<file path="src/logic/gdc_consts.vh">
// constants for the general dma channel: register map, fields, encodings
`ifndef GDC_CONSTS_VH
`define GDC_CONSTS_VH

// register byte offsets on the apb bus
`define GDC_OFS_SRC_PTR     12'h000
`define GDC_OFS_DST_PTR     12'h004
`define GDC_OFS_SPACE       12'h008
`define GDC_OFS_COUNT       12'h00C
`define GDC_OFS_CONFIG      12'h010
`define GDC_OFS_EVENTS      12'h014
`define GDC_OFS_BUSWIDTH    12'h018

// channel_config field positions
`define GDC_CFG_RUN         0
`define GDC_CFG_SRST        1
`define GDC_CFG_BT_LO       2
`define GDC_CFG_DW_LO       4
`define GDC_CFG_SW_LO       6
`define GDC_CFG_DSTEP       8
`define GDC_CFG_SSTEP       9
`define GDC_CFG_REQ_LO      10
`define GDC_CFG_FIRQ        12
`define GDC_CFG_NIRQ        13
`define GDC_CFG_ECO         14

// channel_events bit positions
`define GDC_EV_DONE         0
`define GDC_EV_WFAULT       1
`define GDC_EV_RFAULT       2
`define GDC_EV_NOTALIGN     3

// reset values
`define GDC_CONFIG_RST      16'h0000
`define GDC_EVENTS_RST      4'h0
`define GDC_BUSWIDTH_RST    1'h1

// request_source encodings
`define GDC_REQ_INT_LIMIT   2'h0
`define GDC_REQ_INT_MAX     2'h1
`define GDC_REQ_EXT_LEVEL   2'h2
`define GDC_REQ_EXT_EDGE    2'h3

// width encodings
`define GDC_WIDTH_BYTE      2'h1
`define GDC_WIDTH_WORD      2'h2

`endif

</file>
<file path="src/logic/gdc_dma_channel.v">
// general dma channel: apb register file, dual-address bus master, peripheral handshake
//
// Chosen here: the register offsets and the APB slave port.
`timescale 1ns/1ps
`include "gdc_consts.vh"

// Operation
// - run bit starts; clearing halts after operand
// - run bit self-clears when block completes
// - source pointer drives address on reads
// - destination pointer drives address on writes
// - pointers hold or step one/two/four, wrapping
// - space code pins show source/destination code
// - 16-bit byte counter, zero means 64K
// - stop at zero count, odd counts allowed
// - events set status regardless of enables
// - status readable, write-one clears, reset clears
// - early peripheral end still finishes, flags misalignment
// - odd count ending never flags misalignment
// - read fault terminates, sets read fault bit
// - write fault terminates, sets write fault bit
// - done bit only on error-free termination
// - external request, ack on peripheral accesses
// - internal modes drive end on last cycle
// - external modes end input, output on exhaustion
// - read into holding buffer, then write out
// - advance pointers, subtract bytes after operand
// - 8-bit bus ignores widths, two cycles
// - 16-bit bus splits odd words, packs sizes
// - request source selects four request modes
// - width fields encode byte 01, word 10
// - soft reset aborts, clears config and status
module gdc_dma_channel (
    input  wire        clk,
    input  wire        resetn,
    input  wire        psel,
    input  wire        penable,
    input  wire        pwrite,
    input  wire [11:0] paddr,
    input  wire [31:0] pwdata,
    output reg  [31:0] prdata,
    output reg         pready,
    output reg         pslverr,
    output reg  [23:0] busAddr,
    output reg  [2:0]  spaceCodePins,
    output reg         busStrobe,
    output reg         busWrite,
    output reg         busUpper,
    output reg         busLower,
    output reg  [15:0] busWdata,
    input  wire [15:0] busRdata,
    input  wire        dataTransferAck,
    input  wire        busFault,
    input  wire        periphRequest,
    output reg         periphAck,
    input  wire        endIn,
    output reg         endOut,
    output reg         endOe
);
    // one-hot sequencer states
    localparam [2:0] ST_IDLE  = 3'h1;
    localparam [2:0] ST_ISSUE = 3'h2;
    localparam [2:0] ST_WAIT  = 3'h4;

    // register file, sequencer and handshake state
    reg  [1:0]  rstSync_q;
    wire        rstn;
    reg  [31:0] srcPtr_q;
    reg  [31:0] dstPtr_q;
    reg  [7:0]  space_q;
    reg  [15:0] count_q;
    reg  [15:0] config_q;
    reg  [3:0]  events_q;
    reg         busWide_q;
    reg         srst_q;
    reg  [2:0]  state_q;
    reg         phaseWr_q;
    reg         idx_q;
    reg         two_q;
    reg         lastOp_q;
    reg         endSeen_q;
    reg  [15:0] hold_q;
    reg         reqPrev_q;
    reg         pend_q;

    // derived per-cycle decode
    wire        run      = config_q[`GDC_CFG_RUN];
    wire [1:0]  reqSrc   = config_q[`GDC_CFG_REQ_LO+1:`GDC_CFG_REQ_LO];
    wire        extMode  = reqSrc[1];
    // only the word code selects a word; reserved codes act as byte
    wire        srcWord  = busWide_q & (config_q[`GDC_CFG_SW_LO+1:`GDC_CFG_SW_LO]
                           == `GDC_WIDTH_WORD);
    wire        dstWord  = busWide_q & (config_q[`GDC_CFG_DW_LO+1:`GDC_CFG_DW_LO]
                           == `GDC_WIDTH_WORD);
    wire        sideWord = phaseWr_q ? dstWord : srcWord;
    wire [23:0] sidePtr  = phaseWr_q ? dstPtr_q[23:0] : srcPtr_q[23:0];
    wire        stepEn   = phaseWr_q ? config_q[`GDC_CFG_DSTEP] : config_q[`GDC_CFG_SSTEP];
    wire        wordCyc  = sideWord & two_q & ~sidePtr[0];
    wire        stride2  = ~sideWord & two_q;
    wire        lastCyc  = wordCyc | ~two_q | idx_q;
    wire        perSide  = config_q[`GDC_CFG_ECO] ? phaseWr_q : ~phaseWr_q;
    wire        busy     = (state_q != ST_IDLE);
    // packed byte side: a fixed pointer repeats its address,
    // a stepping one moves by two so the peripheral keeps its lane
    wire [23:0] cycOfs   = ~idx_q   ? 24'h000000 :
                           ~stride2 ? 24'h000001 :
                           stepEn   ? 24'h000002 : 24'h000000;
    wire [23:0] cycAddr  = sidePtr + cycOfs;
    wire [23:0] stepAmt  = ~stepEn ? 24'h000000 :
                           wordCyc ? 24'h000002 :
                           two_q   ? (stride2 ? 24'h000004 : 24'h000002) : 24'h000001;
    wire [23:0] nextPtr  = sidePtr + stepAmt;
    wire [15:0] opBytes  = two_q ? 16'h0002 : 16'h0001;
    wire [15:0] countNext = count_q - opBytes;
    wire [7:0]  rdByte   = (busWide_q & ~cycAddr[0]) ? busRdata[15:8] : busRdata[7:0];
    wire [7:0]  wrByte   = idx_q ? hold_q[7:0] : hold_q[15:8];
    wire        endPin   = endIn & ~endOe;
    wire        endSample = endPin & (~extMode | perSide);
    // level mode follows the pin, edge mode a latched edge
    wire        reqReady = ~extMode | (reqSrc == `GDC_REQ_EXT_LEVEL ? periphRequest : pend_q);
    wire        startOp  = (state_q == ST_IDLE) & run & reqReady & ~srst_q;
    wire        startTwo = busWide_q & (srcWord | dstWord) & (count_q != 16'h0001);
    // a fault wins over an acknowledge in one cycle
    wire        cycEnd   = (state_q == ST_WAIT) & dataTransferAck & ~busFault;
    wire        cycFault = (state_q == ST_WAIT) & busFault;
    wire        opDone   = cycEnd & phaseWr_q & lastCyc;
    // block ends only at an operand boundary
    wire        endNow   = endSeen_q | endSample;
    wire        finish   = opDone & ((countNext == 16'h0000) | endNow);

    // apb decode: access phase has one wait cycle so prdata comes from a flop
    wire        apbAcc   = psel & penable;
    wire        apbWr    = apbAcc & pready & pwrite;
    wire        mapped   = (paddr <= `GDC_OFS_BUSWIDTH) & (paddr[1:0] == 2'h0);
    wire        lockRegs = run | busy;
    // setup registers refuse writes while running
    wire        wrSrc    = apbWr & (paddr == `GDC_OFS_SRC_PTR) & ~lockRegs;
    wire        wrDst    = apbWr & (paddr == `GDC_OFS_DST_PTR) & ~lockRegs;
    wire        wrSpace  = apbWr & (paddr == `GDC_OFS_SPACE) & ~lockRegs;
    wire        wrCount  = apbWr & (paddr == `GDC_OFS_COUNT) & ~lockRegs;
    wire        wrCfg    = apbWr & (paddr == `GDC_OFS_CONFIG);
    wire        wrEv     = apbWr & (paddr == `GDC_OFS_EVENTS);
    wire        wrWidth  = apbWr & (paddr == `GDC_OFS_BUSWIDTH) & ~lockRegs;

    // combinational results
    reg  [31:0] rdMux;
    reg  [3:0]  evSet;
    reg  [3:0]  events_d;
    reg  [15:0] config_d;

    // reset release through two flops
    always @(posedge clk or negedge resetn) begin
        if (!resetn) begin
            rstSync_q <= 2'h0;
        end else begin
            rstSync_q <= {rstSync_q[0], 1'b1};
        end
    end
    // everything else resets on the released copy
    assign rstn = rstSync_q[1];

    // read data mux; reserved bits of space codes read as one
    always @* begin
        rdMux = 32'h00000000;
        case (paddr)
            `GDC_OFS_SRC_PTR:  rdMux = srcPtr_q;
            `GDC_OFS_DST_PTR:  rdMux = dstPtr_q;
            `GDC_OFS_SPACE:    rdMux = {24'h000000, 1'b1, space_q[6:4], 1'b1, space_q[2:0]};
            `GDC_OFS_COUNT:    rdMux = {16'h0000, count_q};
            `GDC_OFS_CONFIG:   rdMux = {16'h0000, config_q[15:2], srst_q, config_q[0]};
            `GDC_OFS_EVENTS:   rdMux = {28'h0000000, events_q};
            `GDC_OFS_BUSWIDTH: rdMux = {31'h00000000, busWide_q};
            default:           rdMux = 32'h00000000;
        endcase
    end

    // status events: hardware set wins over a write-one clear in the same cycle
    always @* begin
        evSet = 4'h0;
        evSet[`GDC_EV_RFAULT]  = cycFault & ~phaseWr_q;
        evSet[`GDC_EV_WFAULT]  = cycFault & phaseWr_q;
        evSet[`GDC_EV_DONE]    = finish;
        // early end on the first of two byte-side peripheral accesses
        evSet[`GDC_EV_NOTALIGN] = cycEnd & endSample & extMode & perSide
                                  & stride2 & ~idx_q;
        events_d = (events_q & ~(wrEv ? pwdata[3:0] : 4'h0)) | evSet;
    end

    // config: hardware clears of the run bit, then a software write that overrides them
    always @* begin
        config_d = config_q;
        if (finish | cycFault) begin
            config_d[`GDC_CFG_RUN] = 1'b0;
        end
        if (wrCfg) begin
            config_d = pwdata[15:0];
            config_d[15] = 1'b0;
            config_d[`GDC_CFG_SRST] = 1'b0;
        end
    end

    // apb slave handshake and register storage
    always @(posedge clk or negedge rstn) begin
        if (!rstn) begin
            prdata    <= 32'h00000000;
            pready    <= 1'b0;
            pslverr   <= 1'b0;
            srcPtr_q  <= 32'h00000000;
            dstPtr_q  <= 32'h00000000;
            space_q   <= 8'h00;
            count_q   <= 16'h0000;
            config_q  <= `GDC_CONFIG_RST;
            events_q  <= `GDC_EVENTS_RST;
            busWide_q <= `GDC_BUSWIDTH_RST;
            srst_q    <= 1'b0;
        end else begin
            pready  <= apbAcc & ~pready;
            pslverr <= apbAcc & ~pready & ~mapped;
            if (apbAcc & ~pready) begin
                prdata <= rdMux;
            end
            if (srst_q) begin
                // soft reset completes in one cycle, then drops its own bit
                config_q <= `GDC_CONFIG_RST;
                events_q <= `GDC_EVENTS_RST;
                srst_q   <= 1'b0;
            end else begin
                config_q <= config_d;
                events_q <= events_d;
                srst_q   <= wrCfg & pwdata[`GDC_CFG_SRST];
            end
            // pointers move only after a whole side
            if (wrSrc) begin
                srcPtr_q <= {8'h00, pwdata[23:0]};
            end else if (cycEnd & ~phaseWr_q & lastCyc) begin
                srcPtr_q <= {8'h00, nextPtr};
            end
            if (wrDst) begin
                dstPtr_q <= {8'h00, pwdata[23:0]};
            end else if (opDone) begin
                dstPtr_q <= {8'h00, nextPtr};
            end
            if (wrSpace) begin
                space_q <= {1'b0, pwdata[6:4], 1'b0, pwdata[2:0]};
            end
            // counter drops once the write side ends
            if (wrCount) begin
                count_q <= pwdata[15:0];
            end else if (opDone) begin
                count_q <= countNext;
            end
            // width is a setup choice, locked mid-block
            if (wrWidth) begin
                busWide_q <= pwdata[0];
            end
        end
    end

    // cycle-steal requests: edges latch a pending request, ack start consumes it
    always @(posedge clk or negedge rstn) begin
        if (!rstn) begin
            reqPrev_q <= 1'b0;
            pend_q    <= 1'b0;
        end else begin
            reqPrev_q <= periphRequest;
            if (srst_q) begin
                pend_q <= 1'b0;
            end else if (run & periphRequest & ~reqPrev_q) begin
                pend_q <= 1'b1;
            end else if (state_q == ST_ISSUE & perSide & ~idx_q) begin
                pend_q <= 1'b0;
            end
        end
    end

    // operand sequencer: read cycles into the holding buffer, then write cycles
    always @(posedge clk or negedge rstn) begin
        if (!rstn) begin
            state_q       <= ST_IDLE;
            phaseWr_q     <= 1'b0;
            idx_q         <= 1'b0;
            two_q         <= 1'b0;
            lastOp_q      <= 1'b0;
            endSeen_q     <= 1'b0;
            hold_q        <= 16'h0000;
            busAddr       <= 24'h000000;
            spaceCodePins <= 3'h0;
            busStrobe     <= 1'b0;
            busWrite      <= 1'b0;
            busUpper      <= 1'b0;
            busLower      <= 1'b0;
            busWdata      <= 16'h0000;
            periphAck     <= 1'b0;
            endOut        <= 1'b0;
            endOe         <= 1'b0;
        end else if (srst_q) begin
            // abort any running bus cycle at once
            state_q   <= ST_IDLE;
            busStrobe <= 1'b0;
            periphAck <= 1'b0;
            endOut    <= 1'b0;
            endOe     <= 1'b0;
        end else begin
            case (state_q)
                ST_IDLE: begin
                    // halt point: run bit is looked at only between operands
                    if (startOp) begin
                        state_q   <= ST_ISSUE;
                        phaseWr_q <= 1'b0;
                        idx_q     <= 1'b0;
                        two_q     <= startTwo;
                        lastOp_q  <= (count_q == (startTwo ? 16'h0002 : 16'h0001));
                        endSeen_q <= 1'b0;
                    end
                end
                ST_ISSUE: begin
                    state_q       <= ST_WAIT;
                    busAddr       <= cycAddr;
                    spaceCodePins <= phaseWr_q ? space_q[6:4] : space_q[2:0];
                    busStrobe     <= 1'b1;
                    busWrite      <= phaseWr_q;
                    // narrow bus always uses the low lane
                    busUpper      <= wordCyc | (busWide_q & ~cycAddr[0]);
                    busLower      <= wordCyc | ~busWide_q | cycAddr[0];
                    busWdata      <= wordCyc ? hold_q : {wrByte, wrByte};
                    periphAck     <= extMode & perSide;
                    // internal: last cycle of block; external: peripheral side of it
                    endOut        <= lastOp_q & (extMode ? perSide : (phaseWr_q & lastCyc));
                    endOe         <= lastOp_q & (extMode ? perSide : (phaseWr_q & lastCyc));
                end
                ST_WAIT: begin
                    if (busFault) begin
                        // fault ends the block with no done indication
                        state_q   <= ST_IDLE;
                        busStrobe <= 1'b0;
                        periphAck <= 1'b0;
                        endOut    <= 1'b0;
                        endOe     <= 1'b0;
                    end else if (dataTransferAck) begin
                        busStrobe <= 1'b0;
                        periphAck <= 1'b0;
                        endOut    <= 1'b0;
                        endOe     <= 1'b0;
                        if (endSample) begin
                            endSeen_q <= 1'b1;
                        end
                        if (~phaseWr_q) begin
                            // latch read data when the cycle is acknowledged
                            if (wordCyc) begin
                                hold_q <= busRdata;
                            end else if (idx_q) begin
                                hold_q[7:0] <= rdByte;
                            end else begin
                                hold_q[15:8] <= rdByte;
                            end
                        end
                        // an early end still lets the second access run
                        if (lastCyc) begin
                            idx_q     <= 1'b0;
                            phaseWr_q <= ~phaseWr_q;
                            state_q   <= phaseWr_q ? ST_IDLE : ST_ISSUE;
                        end else begin
                            idx_q   <= 1'b1;
                            state_q <= ST_ISSUE;
                        end
                    end
                end
                default: begin
                    state_q <= ST_IDLE;
                end
            endcase
        end
    end

endmodule // gdc_dma_channel
</file>
<file path="config.mk">
export PLATFORM = sky130hd
export DESIGN_NAME = gdc_dma_channel
export DESIGN_NICKNAME = d
export VERILOG_FILES = /design/src/logic/gdc_dma_channel.v
export VERILOG_INCLUDE_DIRS = /design/src /design/src/logic
export SDC_FILE = /design/constraint.sdc
export NUM_CORES = 1
export LEC_CHECK = 0
export BUFFER_PORTS_ARGS = -buffer_cell sky130_fd_sc_hd__buf_4
export CAP_MARGIN = 20
export CORE_MARGIN = 2
export CORE_UTILIZATION = 38
export CTS_CLUSTER_DIAMETER = 30
export DETAILED_ROUTE_END_ITERATION = 12
export HOLD_SLACK_MARGIN = 0.12
export MAX_ROUTING_LAYER = met4
export PLACE_DENSITY = 0.59
export SETUP_SLACK_MARGIN = 0.15
export SLEW_MARGIN = 10
export SYNTH_ARGS = -nofsm -noshare
export SYNTH_HDL_FRONTEND = slang
export SYNTH_SLANG_ARGS = --single-unit
</file>
<file path="constraint.sdc">
create_clock -name clk -period 6.57 [get_ports clk]
set_input_delay 0.657 -clock clk [delete_from_list [all_inputs] [get_ports clk]]
set_output_delay 0.657 -clock clk [all_outputs]
set_load 0.005 [all_outputs]
</file>
==> flow_summary.json <==
{
  "clockBufferDepth": 2,
  "maxCapViolations": 0,
  "seqPwrFrac": 0.501,
  "fmax_ghz": 0.2642,
  "synth_area_leaders": "dfrtp_1, mux2i_1, o21ai_0",
  "p_leak_nw": 5.520,
  "portBuffers": 136,
  "routedWlPerCell_um": 19.27,
  "synth_top_cell_by_area": "dfrtp_1",
  "clock_sinks": 193,
  "cts_tree": "done",
  "synthCells": 1113,
  "rows": 61,
  "r2r_slack_ns": 2.78,
  "drv_slew": 0,
  "insertion_delay_ns": 0.45,
  "grt_overflow_total": 0,
  "ir_worst_vdd_v": 0.0001560,
  "async_flop_share": 1.000,
  "tightest_slew_ns": 1.144,
  "fin_skew_ns": 0.01422,
  "synth_xor_area_frac": 0.04312,
  "p_per_area_mw_per_mm2": 192.3,
  "root_buffer": "clkbuf_16",
  "synthFlopType": "dfrtp_1",
  "ys_ff_latch": 193,
  "synth.most_common_cell": "dfrtp_1",
  "synthSimpleGateAreaFrac": 0.1828,
  "grt_pass1_wl_mm": 48.99,
  "numCtsBuffers": 17,
  "ys_top_cells_by_count": "dfrtp_1, nand2_1, o21ai_0",
  "critPathKind": "reg -> reg",
  "cts.clk_slew.worst_paths_ns": 0.08,
  "die-width_um": 170.7,
  "setup_viol": 0,
  "initialDrtViolationCount": 851,
  "timing.rr.start": "phaseWr_q",
  "status": "finished, final reports clean",
  "start_util": 0.3834,
  "ys_warn_count": 0,
  "synthAdderAreaFrac": 0.01398,
  "dieArea_mm2": 0.02915,
  "ys_seq_area_frac": 0.4575,
  "grt.total_usage": 0.2240,
  "p_sw_frac": 0.2643,
  "drc": 0,
  "nFillCells": 2674,
  "grt_max_degree": 92,
  "period_share": 0.5762,
  "cts_setup_buffers": 0,
  "synthDistinctLibCells": 73,
  "finalHoldViolCount": 0,
  "startpoint_type": "register",
  "syn_to_final_growth_pct": 18.55,
  "cp_max_fo": 57,
  "crit_required_ns": 6.87,
  "first_pass_iters": 6,
  "antenna_found_initial": 0,
  "via_per_inst": 5.499,
  "reg2reg_depth": 10,
  "final_nets": 1296,
  "wl_mm": 30.99,
  "place_congestion": 0.8761,
  "grt_pass1_vias": 8577,
  "dpl_cell_area_mm2": 0.01184,
  "synthesis.area_mm2": 0.01056,
  "synth_area_per_cell_um2": 9.490,
  "core_mm2": 0.02755,
  "comb_power_share": 0.059,
  "final_antenna_net_count": 0,
  "routed-via-count": 8843,
  "synth_top_family_by_area": "simple AND/OR/NAND/NOR gates",
  "hpwl_mm": 22.42,
  "switchingPower_mw": 0.6364,
  "postLayoutCoreUtil": 0.4545,
  "hold_path_class": "reg -> async",
  "tns_ns": 0,
  "diodes": 0,
  "power_mw": 2.407,
  "p_clk_frac": 0.440,
  "rsz0062_at_grt": "false",
  "critPathCaptureType": "register",
  "maxSlewHeadroom": 0.2364,
  "timing.rr.end": "busAddr[18]",
  "synth_compound_area_frac": 0.1821,
  "io_pins": 153,
  "synth_edf_count": 0,
  "power.internal_mw": 1.771,
  "layout-drive-gt1-share": 0.1821,
  "htree_levels": 4,
  "chipHeight_um": 170.7,
  "worstPathArrival_ns": 4.08,
  "synth.mux.area_fraction": 0.08114,
  "min_period_ns": 3.786,
  "finalInstanceArea_mm2": 0.01252,
  "synth.top_cell.area_share": 0.4525
}
-- repair_timing --
| action | in CTS | in global routing |
|---|---|---|
| endpoints found under the hold margin | 2 | 0 |
| gates resized for setup | 0 | 0 |
| hold buffers | 1 | 0 |
-- sequential cells by signal (all words and copies together) (netlist names), 3 cells and up --
signal	count
space_q	6
state_q	3
count_q	16
srcPtr_q	24
prdata	24
busAddr	24
hold_q	16
dstPtr_q	24
events_q	4
config_q	14
busWdata	16
spaceCodePins	3
-- how the worst max path moves through the flow --
stage          slack [ns]           to  cells past startpoint         start
2_1_floorplan        0.80   busAddr[0]                      0  rstSync_q[1]
3_3_place_gp         2.80  busAddr[18]                     10     phaseWr_q
3_5_place_dp         2.77  busAddr[18]                     10     phaseWr_q
4_1_cts              2.78  busAddr[18]                     10     phaseWr_q
5_1_grt              2.50  busAddr[16]                     10     phaseWr_q
6_report             2.78  busAddr[18]                     10     phaseWr_q
-- cells in the final DEF, fill, tap and decap left out, types with 6 or more instances in the layout --
cell,n
a22o_1,19
nand3b_1,12
xnor2_1,27
nor2b_1,8
a22oi_1,40
nor2_1,86
mux2_2,9
and2_1,8
inv_1,17
clkbuf_16,17
a21o_1,6
nand4_1,9
conb_1,9
dfrtp_1,189
a21oi_1,31
o21ai_0,127
nor3_1,20
xor2_1,25
a221o_1,18
buf_4,146
ha_1,7
mux2i_1,74
a221oi_1,9
nand2_1,164
nand3_1,29
-- cell type report --
class | count | area, µm² | area share
Multi-Input combinational cell | 838 | 5370 | 0.4289
Sequential cell | 193 | 4837 | 0.3863
Timing Repair Buffer | 150 | 1172 | 0.09362
Tap cell | 378 | 473.0 | 0.03777
Clock buffer | 17 | 425.4 | 0.03397
Clock inverter | 15 | 180.2 | 0.01439
Inverter | 17 | 63.81 | 0.005096
-- per-layer routing --
metal | up-vias | track usage | routed length [µm]
li1 | 4224 | - | -
met5 | - | - | 0
met4 | 0 | 0.04831 | 418
met3 | 27 | 0.03840 | 1979
met2 | 312 | 0.3315 | 13570
met1 | 4280 | 0.3225 | 15030
-- stage by stage --
step	std cells	hold WS [ns]	worst slack, ns
after floorplan	1120	0.3312	0.7972
after global placement	1571	0.2396	2.801
after detailed placement	1572	0.2400	2.768
after CTS	1605	0.2481	2.776
after global routing	1608	0.2645	2.503
final	1608	0.2331	2.784
-- power groups by stage --
stage          clock network [mW]  logic (mW)  registers, mW
6_report                     1.06       0.142           1.21
5_1_grt                      1.13       0.156           1.21
4_1_cts                      1.08       0.139           1.21
3_5_place_dp                    0       0.138           1.23
3_3_place_gp                    0       0.137           1.23
2_1_floorplan                   0      0.0607           1.24
-- critical path, cell delays in order (launching register included) --
cell,delay (ns)
dfrtp_2,0.56
buf_4,0.60
mux2i_1,0.30
nor3_1,0.31
inv_1,0.11
fa_1,0.48
or2_2,0.36
nor3_1,0.47
nand3_1,0.16
xnor2_1,0.16
o21ai_0,0.08
-- kinds of logic after synthesis --
| logic type | after synthesis |
|---|---|
| fa+ha+maj | 10 |
| other cells | 2 |
| mux | 84 |
| xor+xnor | 52 |
| flops | 193 |
| buf+inv | 89 |
| simple gates | 389 |
| compound gates | 294 |
Power figures use the tool's default switching activity.
